`config.mk`:
```
export PLATFORM = sky130hd
export DESIGN_NAME = spc_counter
export DESIGN_NICKNAME = d
export VERILOG_FILES = /design/src/rtl/spc_pkg.sv /design/src/rtl/spc_sync.sv /design/src/rtl/spc_counter.sv
export SDC_FILE = /design/constraint.sdc
export NUM_CORES = 1
export LEC_CHECK = 0
export BUFFER_PORTS_ARGS = -buffer_cell sky130_fd_sc_hd__buf_2
export CORE_MARGIN = 10
export CORE_UTILIZATION = 30
export DETAILED_ROUTE_END_ITERATION = 16
export PLACE_DENSITY = 0.49
export SLEW_MARGIN = 20
export SYNTH_ARGS = -nofsm -noshare
export SYNTH_HDL_FRONTEND = slang
export SYNTH_SLANG_ARGS = --single-unit
```
`constraint.sdc`:
```
create_clock -name CLK_SYS -period 14.4 [get_ports CLK_SYS]
set_input_delay 1.44 -clock CLK_SYS [delete_from_list [all_inputs] [get_ports CLK_SYS]]
set_output_delay 1.44 -clock CLK_SYS [all_outputs]
set_load 0.05 [all_outputs]
```
`src/rtl/spc_pkg.sv`:
```
// Shared constants and types for the scan-based pulse counter
package spc_pkg;
  localparam int          SPC_CNT_W      = 32;
  localparam int          SPC_WORD_W     = 16;
  localparam int          SPC_UPPER_LSB  = 16;
  localparam logic [31:0] SPC_COUNT_RST  = 32'h0000_0000;
  localparam logic [31:0] SPC_ZERO       = 32'h0000_0000;
  localparam logic [31:0] SPC_ONE        = 32'h0000_0001;
  localparam logic [1:0]  SPC_SYNC_RST   = 2'h0;
  localparam logic        SPC_DIR_UP_RST = 1'b1;

  typedef enum logic {
    SPC_MODE_SINGLE,
    SPC_MODE_TWO_PHASE
  } spc_mode_t;

  typedef enum logic {
    SPC_STAGE_FIRST,
    SPC_STAGE_SECOND
  } spc_stage_t;
endpackage

```
`src/rtl/spc_sync.sv`:
```
// Two-flop synchroniser for asynchronous pin inputs
`timescale 1ns/1ps
`default_nettype none
module spc_sync
  import spc_pkg::*;
#(
  parameter int WIDTH = 3
) (
  input  wire logic             clk,
  input  wire logic             reset_n,
  input  wire logic [WIDTH-1:0] d,
  output logic      [WIDTH-1:0] q
);
  logic [WIDTH-1:0] meta_ff;
  logic [WIDTH-1:0] sync_ff;

  initial begin
    if (WIDTH < 1) $error("spc_sync: WIDTH must be at least 1");
  end

  always_ff @(posedge clk or negedge reset_n) begin
    if (!reset_n) begin
      meta_ff <= '0;
      sync_ff <= '0;
    end else begin
      meta_ff <= d;
      sync_ff <= meta_ff;
    end
  end

  assign q = sync_ff;
endmodule
`default_nettype wire

```
`src/rtl/spc_counter.sv`:
```
// Scan-synchronous high-speed pulse counter with preset comparison
`timescale 1ns/1ps
`default_nettype none
module spc_counter
  import spc_pkg::*;
#(
  parameter int CNT_W = SPC_CNT_W
) (
  input  wire logic                  CLK_SYS,
  input  wire logic                  RESET_N,
  input  wire logic                  PULSE_PHASE_A_INPUT,
  input  wire logic                  DIRECTION_OR_PHASE_B_INPUT,
  input  wire logic                  COUNTER_RELOAD_INPUT,
  input  wire logic                  SCAN_END,
  input  wire logic                  RUN_MODE,
  input  wire logic                  PROGRAM_LOAD,
  input  wire logic                  TWO_PHASE_MODE,
  input  wire logic                  COUNT_GATE,
  input  wire logic                  MATCH_OUTPUT_CLEAR,
  input  wire logic                  CLEAR_SELECT_SECOND,
  input  wire logic                  TWO_PRESETS,
  input  wire logic                  KEEP_FIRST,
  input  wire logic                  KEEP_SECOND,
  input  wire logic                  RELOAD_ENABLE,
  input  wire logic [SPC_WORD_W-1:0] PRESET_UPPER,
  input  wire logic [SPC_WORD_W-1:0] PRESET_LOWER,
  input  wire logic [SPC_WORD_W-1:0] PRESET2_UPPER,
  input  wire logic [SPC_WORD_W-1:0] PRESET2_LOWER,
  input  wire logic [SPC_WORD_W-1:0] RELOAD_VALUE_UPPER,
  input  wire logic [SPC_WORD_W-1:0] RELOAD_VALUE_LOWER,
  output logic      [SPC_WORD_W-1:0] CURRENT_COUNT_UPPER,
  output logic      [SPC_WORD_W-1:0] CURRENT_COUNT_LOWER,
  output logic      [SPC_WORD_W-1:0] ACTIVE_PRESET_UPPER,
  output logic      [SPC_WORD_W-1:0] ACTIVE_PRESET_LOWER,
  output logic                       FIRST_MATCH_OUTPUT,
  output logic                       SECOND_MATCH_OUTPUT,
  output logic                       RELOAD_DONE_PULSE,
  output logic                       MATCH_PULSE,
  output logic                       COUNT_DIRECTION_UP,
  output logic                       COUNTING
);
  initial begin
    if (CNT_W != 2 * SPC_WORD_W) $error("spc_counter: CNT_W must be two words");
    if (SPC_UPPER_LSB != SPC_WORD_W) $error("spc_counter: upper word must sit above lower word");
  end

  function automatic logic [CNT_W-1:0] join_words(input logic [SPC_WORD_W-1:0] hi,
                                                  input logic [SPC_WORD_W-1:0] lo);
    join_words = {hi, lo};
  endfunction

  // Rising edge of a level against its last value
  function automatic logic rose(input logic now_v,
                                input logic prev_v);
    rose = now_v && !prev_v;
  endfunction

  // Scan event bookkeeping, shared by both status pulses
  function automatic logic hold_event(input logic scan_v,
                                      input logic seen_v,
                                      input logic event_v);
    hold_event = scan_v ? 1'b0 : (seen_v || event_v);
  endfunction

  function automatic logic publish_event(input logic scan_v,
                                         input logic seen_v,
                                         input logic event_v,
                                         input logic pulse_v);
    publish_event = scan_v ? (seen_v || event_v) : pulse_v;
  endfunction

  // Pin inputs pass two flip-flops
  logic [2:0] pins_sync;
  spc_sync #(
    .WIDTH (3)
  ) u_sync (
    .clk     (CLK_SYS),
    .reset_n (RESET_N),
    .d       ({COUNTER_RELOAD_INPUT, DIRECTION_OR_PHASE_B_INPUT, PULSE_PHASE_A_INPUT}),
    .q       (pins_sync)
  );

  wire        pin_a      = pins_sync[0];
  wire        pin_b      = pins_sync[1];
  wire        pin_reload = pins_sync[2];
  // Mode is a level; change it only with the gate off
  spc_mode_t  mode;
  assign mode = TWO_PHASE_MODE ? SPC_MODE_TWO_PHASE : SPC_MODE_SINGLE;

  logic             a_ff;
  logic             reload_ff;
  logic             gate_ff;
  logic             run_ff;
  logic             armed_ff;
  logic [CNT_W-1:0] count_ff;
  logic [CNT_W-1:0] visible_ff;
  logic [CNT_W-1:0] preset_ff;
  spc_stage_t       stage_ff;
  logic             q1_ff;
  logic             q2_ff;
  logic             reload_seen_ff;
  logic             match_seen_ff;
  logic             reload_pulse_ff;
  logic             match_pulse_ff;
  logic             dir_ff;
  logic             holding_ff;

  // Armed on gate rise while running, or run entry with gate on
  wire gate_rise   = rose(COUNT_GATE, gate_ff);
  wire run_rise    = rose(RUN_MODE, run_ff);
  // A finished program load is no run entry; only a new run or a gate rise re-arms
  wire nxt_armed   = PROGRAM_LOAD ? 1'b0 :
                     !COUNT_GATE || !RUN_MODE ? 1'b0 :
                     (gate_rise || run_rise) ? 1'b1 : armed_ff;
  wire count_en    = armed_ff && COUNT_GATE && RUN_MODE && !PROGRAM_LOAD && !holding_ff;

  // Edge detection on synchronised phases
  // B edges alone never step; A carries every count
  wire a_rise      = rose(pin_a, a_ff);
  wire a_fall      = rose(a_ff, pin_a);
  wire step_single = a_rise;
  wire up_single   = pin_b;
  // 2-edge: count on A edges; direction by B level relative to A
  wire step_two    = a_rise || a_fall;
  wire up_two      = a_rise ? !pin_b : pin_b;
  wire step        = (mode == SPC_MODE_TWO_PHASE) ? step_two : step_single;
  wire step_up     = (mode == SPC_MODE_TWO_PHASE) ? up_two : up_single;

  wire reload_req  = RELOAD_ENABLE && rose(pin_reload, reload_ff);
  wire [CNT_W-1:0] reload_val = join_words(RELOAD_VALUE_UPPER, RELOAD_VALUE_LOWER);
  wire [CNT_W-1:0] preset1    = join_words(PRESET_UPPER, PRESET_LOWER);
  wire [CNT_W-1:0] preset2    = join_words(PRESET2_UPPER, PRESET2_LOWER);
  wire [CNT_W-1:0] stepped    = step_up ? count_ff + SPC_ONE : count_ff - SPC_ONE;
  wire [CNT_W-1:0] after_step = (count_en && step) ? stepped : count_ff;

  // Comparison on the freshly stepped value
  wire hit        = count_en && step && (stepped == preset_ff);
  wire hit_first  = hit && (stage_ff == SPC_STAGE_FIRST);
  wire hit_second = hit && (stage_ff == SPC_STAGE_SECOND);
  wire keep_now   = hit_first ? KEEP_FIRST : KEEP_SECOND;
  wire clr_now    = hit_second && !KEEP_SECOND && TWO_PRESETS;

  // Reload beats the second-preset clear, which beats a step
  logic [CNT_W-1:0] nxt_count;
  always_comb begin
    if (reload_req) begin
      nxt_count = reload_val;
    end else if (clr_now) begin
      nxt_count = SPC_ZERO;
    end else begin
      nxt_count = after_step;
    end
  end

  // Keep freezes counting until the next reload
  wire nxt_holding = reload_req ? 1'b0 : (hit && keep_now) ? 1'b1 : holding_ff;

  spc_stage_t nxt_stage;
  always_comb begin
    nxt_stage = stage_ff;
    if (reload_req) begin
      nxt_stage = SPC_STAGE_FIRST;
    end else begin
      unique case (stage_ff)
        SPC_STAGE_FIRST: begin
          if (hit_first && TWO_PRESETS) begin
            nxt_stage = SPC_STAGE_SECOND;
          end
        end
        SPC_STAGE_SECOND: begin
          if (hit_second) begin
            nxt_stage = SPC_STAGE_FIRST;
          end
        end
      endcase
    end
  end
  wire [CNT_W-1:0] nxt_preset = (nxt_stage == SPC_STAGE_SECOND) ? preset2 : preset1;

  // Set wins over clear on the latched outputs
  wire q1_set   = hit_first;
  wire q2_set   = hit_second && TWO_PRESETS;
  wire q1_clr   = MATCH_OUTPUT_CLEAR && !CLEAR_SELECT_SECOND;
  wire q2_clr   = MATCH_OUTPUT_CLEAR && CLEAR_SELECT_SECOND;
  wire nxt_q1   = q1_set || (q1_ff && !q1_clr);
  wire nxt_q2   = q2_set || (q2_ff && !q2_clr);

  // Events captured mid-scan, published for exactly one scan
  wire nxt_reload_seen = hold_event(SCAN_END, reload_seen_ff, reload_req);
  wire nxt_match_seen  = hold_event(SCAN_END, match_seen_ff, hit);
  wire nxt_reload_pls  = publish_event(SCAN_END, reload_seen_ff, reload_req, reload_pulse_ff);
  wire nxt_match_pls   = publish_event(SCAN_END, match_seen_ff, hit, match_pulse_ff);
  wire nxt_visible     = SCAN_END;

  // Two-phase flag follows the direction at the last match
  wire nxt_dir = (mode == SPC_MODE_SINGLE) ? up_single :
                 hit ? step_up : dir_ff;

  always_ff @(posedge CLK_SYS or negedge RESET_N) begin
    if (!RESET_N) begin
      a_ff      <= 1'b0;
      reload_ff <= 1'b0;
    end else begin
      a_ff      <= pin_a;
      reload_ff <= pin_reload;
    end
  end

  always_ff @(posedge CLK_SYS or negedge RESET_N) begin
    if (!RESET_N) begin
      gate_ff   <= 1'b0;
      run_ff    <= 1'b0;
      armed_ff  <= 1'b0;
    end else begin
      gate_ff   <= COUNT_GATE;
      run_ff    <= RUN_MODE;
      armed_ff  <= nxt_armed;
    end
  end

  always_ff @(posedge CLK_SYS or negedge RESET_N) begin
    if (!RESET_N) begin
      count_ff   <= SPC_COUNT_RST;
      holding_ff <= 1'b0;
    end else begin
      count_ff   <= nxt_count;
      holding_ff <= nxt_holding;
    end
  end

  always_ff @(posedge CLK_SYS or negedge RESET_N) begin
    if (!RESET_N) begin
      preset_ff  <= SPC_COUNT_RST;
      stage_ff   <= SPC_STAGE_FIRST;
    end else begin
      preset_ff  <= nxt_preset;
      stage_ff   <= nxt_stage;
    end
  end

  always_ff @(posedge CLK_SYS or negedge RESET_N) begin
    if (!RESET_N) begin
      visible_ff <= SPC_COUNT_RST;
    end else if (nxt_visible) begin
      visible_ff <= nxt_count;
    end
  end

  always_ff @(posedge CLK_SYS or negedge RESET_N) begin
    if (!RESET_N) begin
      q1_ff           <= 1'b0;
      q2_ff           <= 1'b0;
    end else begin
      q1_ff           <= nxt_q1;
      q2_ff           <= nxt_q2;
    end
  end

  // One-scan status pulses
  always_ff @(posedge CLK_SYS or negedge RESET_N) begin
    if (!RESET_N) begin
      reload_seen_ff  <= 1'b0;
      match_seen_ff   <= 1'b0;
      reload_pulse_ff <= 1'b0;
      match_pulse_ff  <= 1'b0;
    end else begin
      reload_seen_ff  <= nxt_reload_seen;
      match_seen_ff   <= nxt_match_seen;
      reload_pulse_ff <= nxt_reload_pls;
      match_pulse_ff  <= nxt_match_pls;
    end
  end

  // Direction flag, upward after reset
  always_ff @(posedge CLK_SYS or negedge RESET_N) begin
    if (!RESET_N) begin
      dir_ff          <= SPC_DIR_UP_RST;
    end else begin
      dir_ff          <= nxt_dir;
    end
  end

  assign CURRENT_COUNT_UPPER = visible_ff[CNT_W-1:SPC_UPPER_LSB];
  assign CURRENT_COUNT_LOWER = visible_ff[SPC_WORD_W-1:0];
  assign ACTIVE_PRESET_UPPER = preset_ff[CNT_W-1:SPC_UPPER_LSB];
  assign ACTIVE_PRESET_LOWER = preset_ff[SPC_WORD_W-1:0];
  assign FIRST_MATCH_OUTPUT  = q1_ff;
  assign SECOND_MATCH_OUTPUT = q2_ff;
  assign RELOAD_DONE_PULSE   = reload_pulse_ff;
  assign MATCH_PULSE         = match_pulse_ff;
  assign COUNT_DIRECTION_UP  = dir_ff;
  // Held after a keep match reads as not counting
  assign COUNTING            = armed_ff && !holding_ff;
endmodule
`default_nettype wire

```
==> results_dict.tcl <==
set metrics [dict create \
    portBuffers 181 \
    fillCellCount 3031 \
    critical_path_class "in -> reg" \
    synthTopCellsByCount "nand2_1 (118), dfrtp_1 (115), o21ai_0 (78)" \
    cp_max_fo 37 \
    combPwrFrac_pct 40.5 \
    clk_latency_ns 0.43 \
    io_pins 182 \
    grt_max_degree 72 \
    vdd_drop_max_uv 61.6 \
    clk_path_buf_depth 2 \
    synth_top_area_share_pct 33.3 \
    synth_edf_count 0 \
    antenna_found_initial 6 \
    crit_top_cell "buf_4" \
    wl_per_cell_um 20.7 \
    fin_crit_ns 6.52 \
    async_flop_share_pct 100 \
    yosysTopAreaCell "dfrtp_1" \
    postRouteWirelength_mm 30.8 \
    p_seq_share_pct 27.6 \
    fp.dieW_um 190 \
    hp-class "reg -> reg" \
    power_density_nw_per_um2 137 \
    p_int_uw 832 \
    critPathCaptureType "flip-flop" \
    synthTopCellsByArea "dfrtp_1 (33%), a22o_1 (6.6%), nand2_1 (5.1%)" \
    die_h_um 190 \
    gp_congestion 0.862 \
    yosysWarnings 0 \
    fin_nets 1240 \
    grt_pass1_wl_mm 48.4 \
    num_rows 62 \
    worstSetupStartpointType "input pin" \
    synth_cells 950 \
    cts.clk_slew.worst_paths_ns 0.07 \
    core_area_um2 28500 \
    cp_top_family "compound AO/OA/AOI/OAI gates" \
    cts.sinks 116 \
    cp_slowest_stage_delay_ns 0.71 \
    first_pass_iters 5 \
    placed_cells 1457 \
    cts_buffers 17 \
    avgSynthCellArea_um2 9.11 \
    cap_viol_max_count 0 \
    vias 7750 \
    status "finished, final reports clean" \
    grt-ovfl-total 0 \
    via_per_inst 5.20 \
    finalSetupViolations 0 \
    drive_above_1_share_pct 24.7 \
    drt-initial-drc-count 728 \
    fmax_mhz 153 \
    route.detailed.drc 0 \
    syn-num-nets 1098 \
    finClkSkew_ns 0.0148 \
    finalSetupTns_ns 0 \
    p_leak_nw 4.64 \
    crit_chain "buf_2 > nand2_1 > xor2_2 > buf_4 > ha_1 > a21oi_4 > o211ai_1 > a221o_1 > a31oi_2 > xnor3_1 > a2111oi_2 > nand4_1 > nor4b_4 > and3_1 > buf_4 > a311o_4 > o21ai_0" \
    root_buffer "clkbuf_16" \
    synth_area_um2 8650 \
    synth_seq_area_share_pct 33.6 \
    die-area_um2 36000 \
    start_util_pct 30.3 \
    post_cts_buffers 0 \
    slew_viol_final 0 \
    arrival_ns 6.80 \
    tritoncts "built" \
    path_buf_inv 3 \
    dp.final_hpwl_mm 23.3 \
    ant_nets 0 \
    clock_power_share_pct 31.9 \
    switching_power_uw 590 \
    hold_buffers 0 \
    worstMarginPinSlew_ns 0.903 \
    ctsResizeCount 0 \
    grt_setup_unrepaired "no" \
    worstPathRequired_ns 14.68 \
    min_period_over_period_pct 45.3 \
    post-synth-top-count-cell "nand2_1" \
    netlist-cell-type-count 77 \
    synth_seq_cells 116 \
    worst_path_max_delay_cell "a311o_4" \
    finalHoldViolCount 0 \
    synth_ff_type "dfrtp_1" \
    grtUsageTotal_pct 17.0 \
    layout.cells.non_filler 1491 \
    syn_to_final_growth_pct 19.9 \
    ctsHtreeMaxLevel 4 \
    switching_share_pct 41.5 \
    slew_headroom_pct 39.8 \
    grt_pass1_vias 8081 \
]
==> layer usage <==
metal	share of wire, %	up-vias	track usage, %
met2	43	205	25.4
met5	0.11	-	0
met1	49	3704	23.7
met4	1.1	6	4.00
met3	6.1	24	4.65
li1	-	3811	-
==> sequential cells by signal, summed over array words and instances (netlist names) <==
register / flops
u_sync.meta_ff: 3
visible_ff: 32
SECOND_MATCH_OUTPUT: 1
run_ff: 1
reload_seen_ff: 1
match_seen_ff: 1
preset_ff: 32
u_sync.q: 3
count_ff: 32
a_ff: 1
gate_ff: 1
reload_ff: 1
stage_ff: 1
FIRST_MATCH_OUTPUT: 1
MATCH_PULSE: 1
holding_ff: 1
COUNT_DIRECTION_UP: 1
armed_ff: 1
RELOAD_DONE_PULSE: 1
==> logic make-up after synthesis <==
family	after synthesis	share of synthesized area (%)
buffers and inverters	88	5.44
multiplexers	31	3.61
AND/OR/NAND/NOR	288	16.6
flip-flops	116	33.6
adder cells (fa/ha/maj)	36	5.29
AO/OA/AOI/OAI	332	28.2
XOR/XNOR	59	7.26
==> metrics by stage <==
stage	instance area [um2]	worst slack [ns]	hold slack, ns	power [mW]	utilization (%)
finish	10400	7.88	0.339	1.42	36.3
global route	10400	7.52	0.348	1.50	36.3
CTS	10400	7.89	0.343	1.44	36.3
detailed placement	9750	7.48	0.335	0.973	34.2
global placement	9750	7.36	0.333	0.977	34.2
floorplan	8650	7.83	0.331	0.809	-
==> path summary, 6_finish.rpt <==
kind                                                   from                          to  cells after the start  slack [ns]
worst max-delay path                         TWO_PHASE_MODE  visible_ff[22]$_DFFE_PN0P_                     17        7.88
worst min-delay path            u_sync.meta_ff[1]$_DFF_PN0_       u_sync.q[1]$_DFF_PN0_                      0        0.34
worst max register to register        u_sync.q[0]$_DFF_PN0_  visible_ff[22]$_DFFE_PN0P_                     17        8.41
worst min register to register  u_sync.meta_ff[1]$_DFF_PN0_       u_sync.q[1]$_DFF_PN0_                      0        0.34
max in group asynchronous                           RESET_N          stage_ff$_DFF_PN0_                      2       11.97
min in group asynchronous                           RESET_N  visible_ff[13]$_DFFE_PN0P_                      1        1.10
==> cell usage in the layout (no fill, tap or decap), drive strengths merged, types with 3 or more instances in the layout <==
cell,instances
clkinv,4
o211ai,8
clkbuf,17
o21ai,121
nand3,20
nand2b,12
and2,3
a22o,65
a31oi,7
o21a,9
nor2,41
or3,5
xnor2,32
nor3b,32
inv,27
a211o,32
a211oi,5
and3,4
ha,35
nor4,8
xor2,19
dfrtp,115
nor3,14
mux2i,29
a21oi,45
a2111oi,5
nand2,118
buf,192
nand4,19
a21o,3
o31a,3
xnor3,7
or2,3
o2111ai,3
==> area by class of cell <==
| cell class | instances | area (um2) | area share [%] |
|---|---|---|---|
| Clock inverter | 15 | 188 | 1.81 |
| Tap cell | 384 | 480 | 4.63 |
| Timing Repair Buffer | 192 | 991 | 9.55 |
| Inverter | 19 | 71.3 | 0.688 |
| Sequential cell | 116 | 2910 | 28.0 |
| Antenna cell | 2 | 5.00 | 0.0483 |
| Clock buffer | 17 | 425 | 4.10 |
| Multi-Input combinational cell | 746 | 5310 | 51.2 |
==> power by group through the flow <==
stage	Clock, mW	Sequential (mW)	Combinational [mW]
floorplan	0	0.453	0.356
global placement	0	0.398	0.579
detailed placement	0	0.398	0.575
CTS	0.466	0.392	0.578
global route	0.477	0.397	0.628
finish	0.454	0.392	0.576
Note: power is estimated with default switching activity, not from simulation.
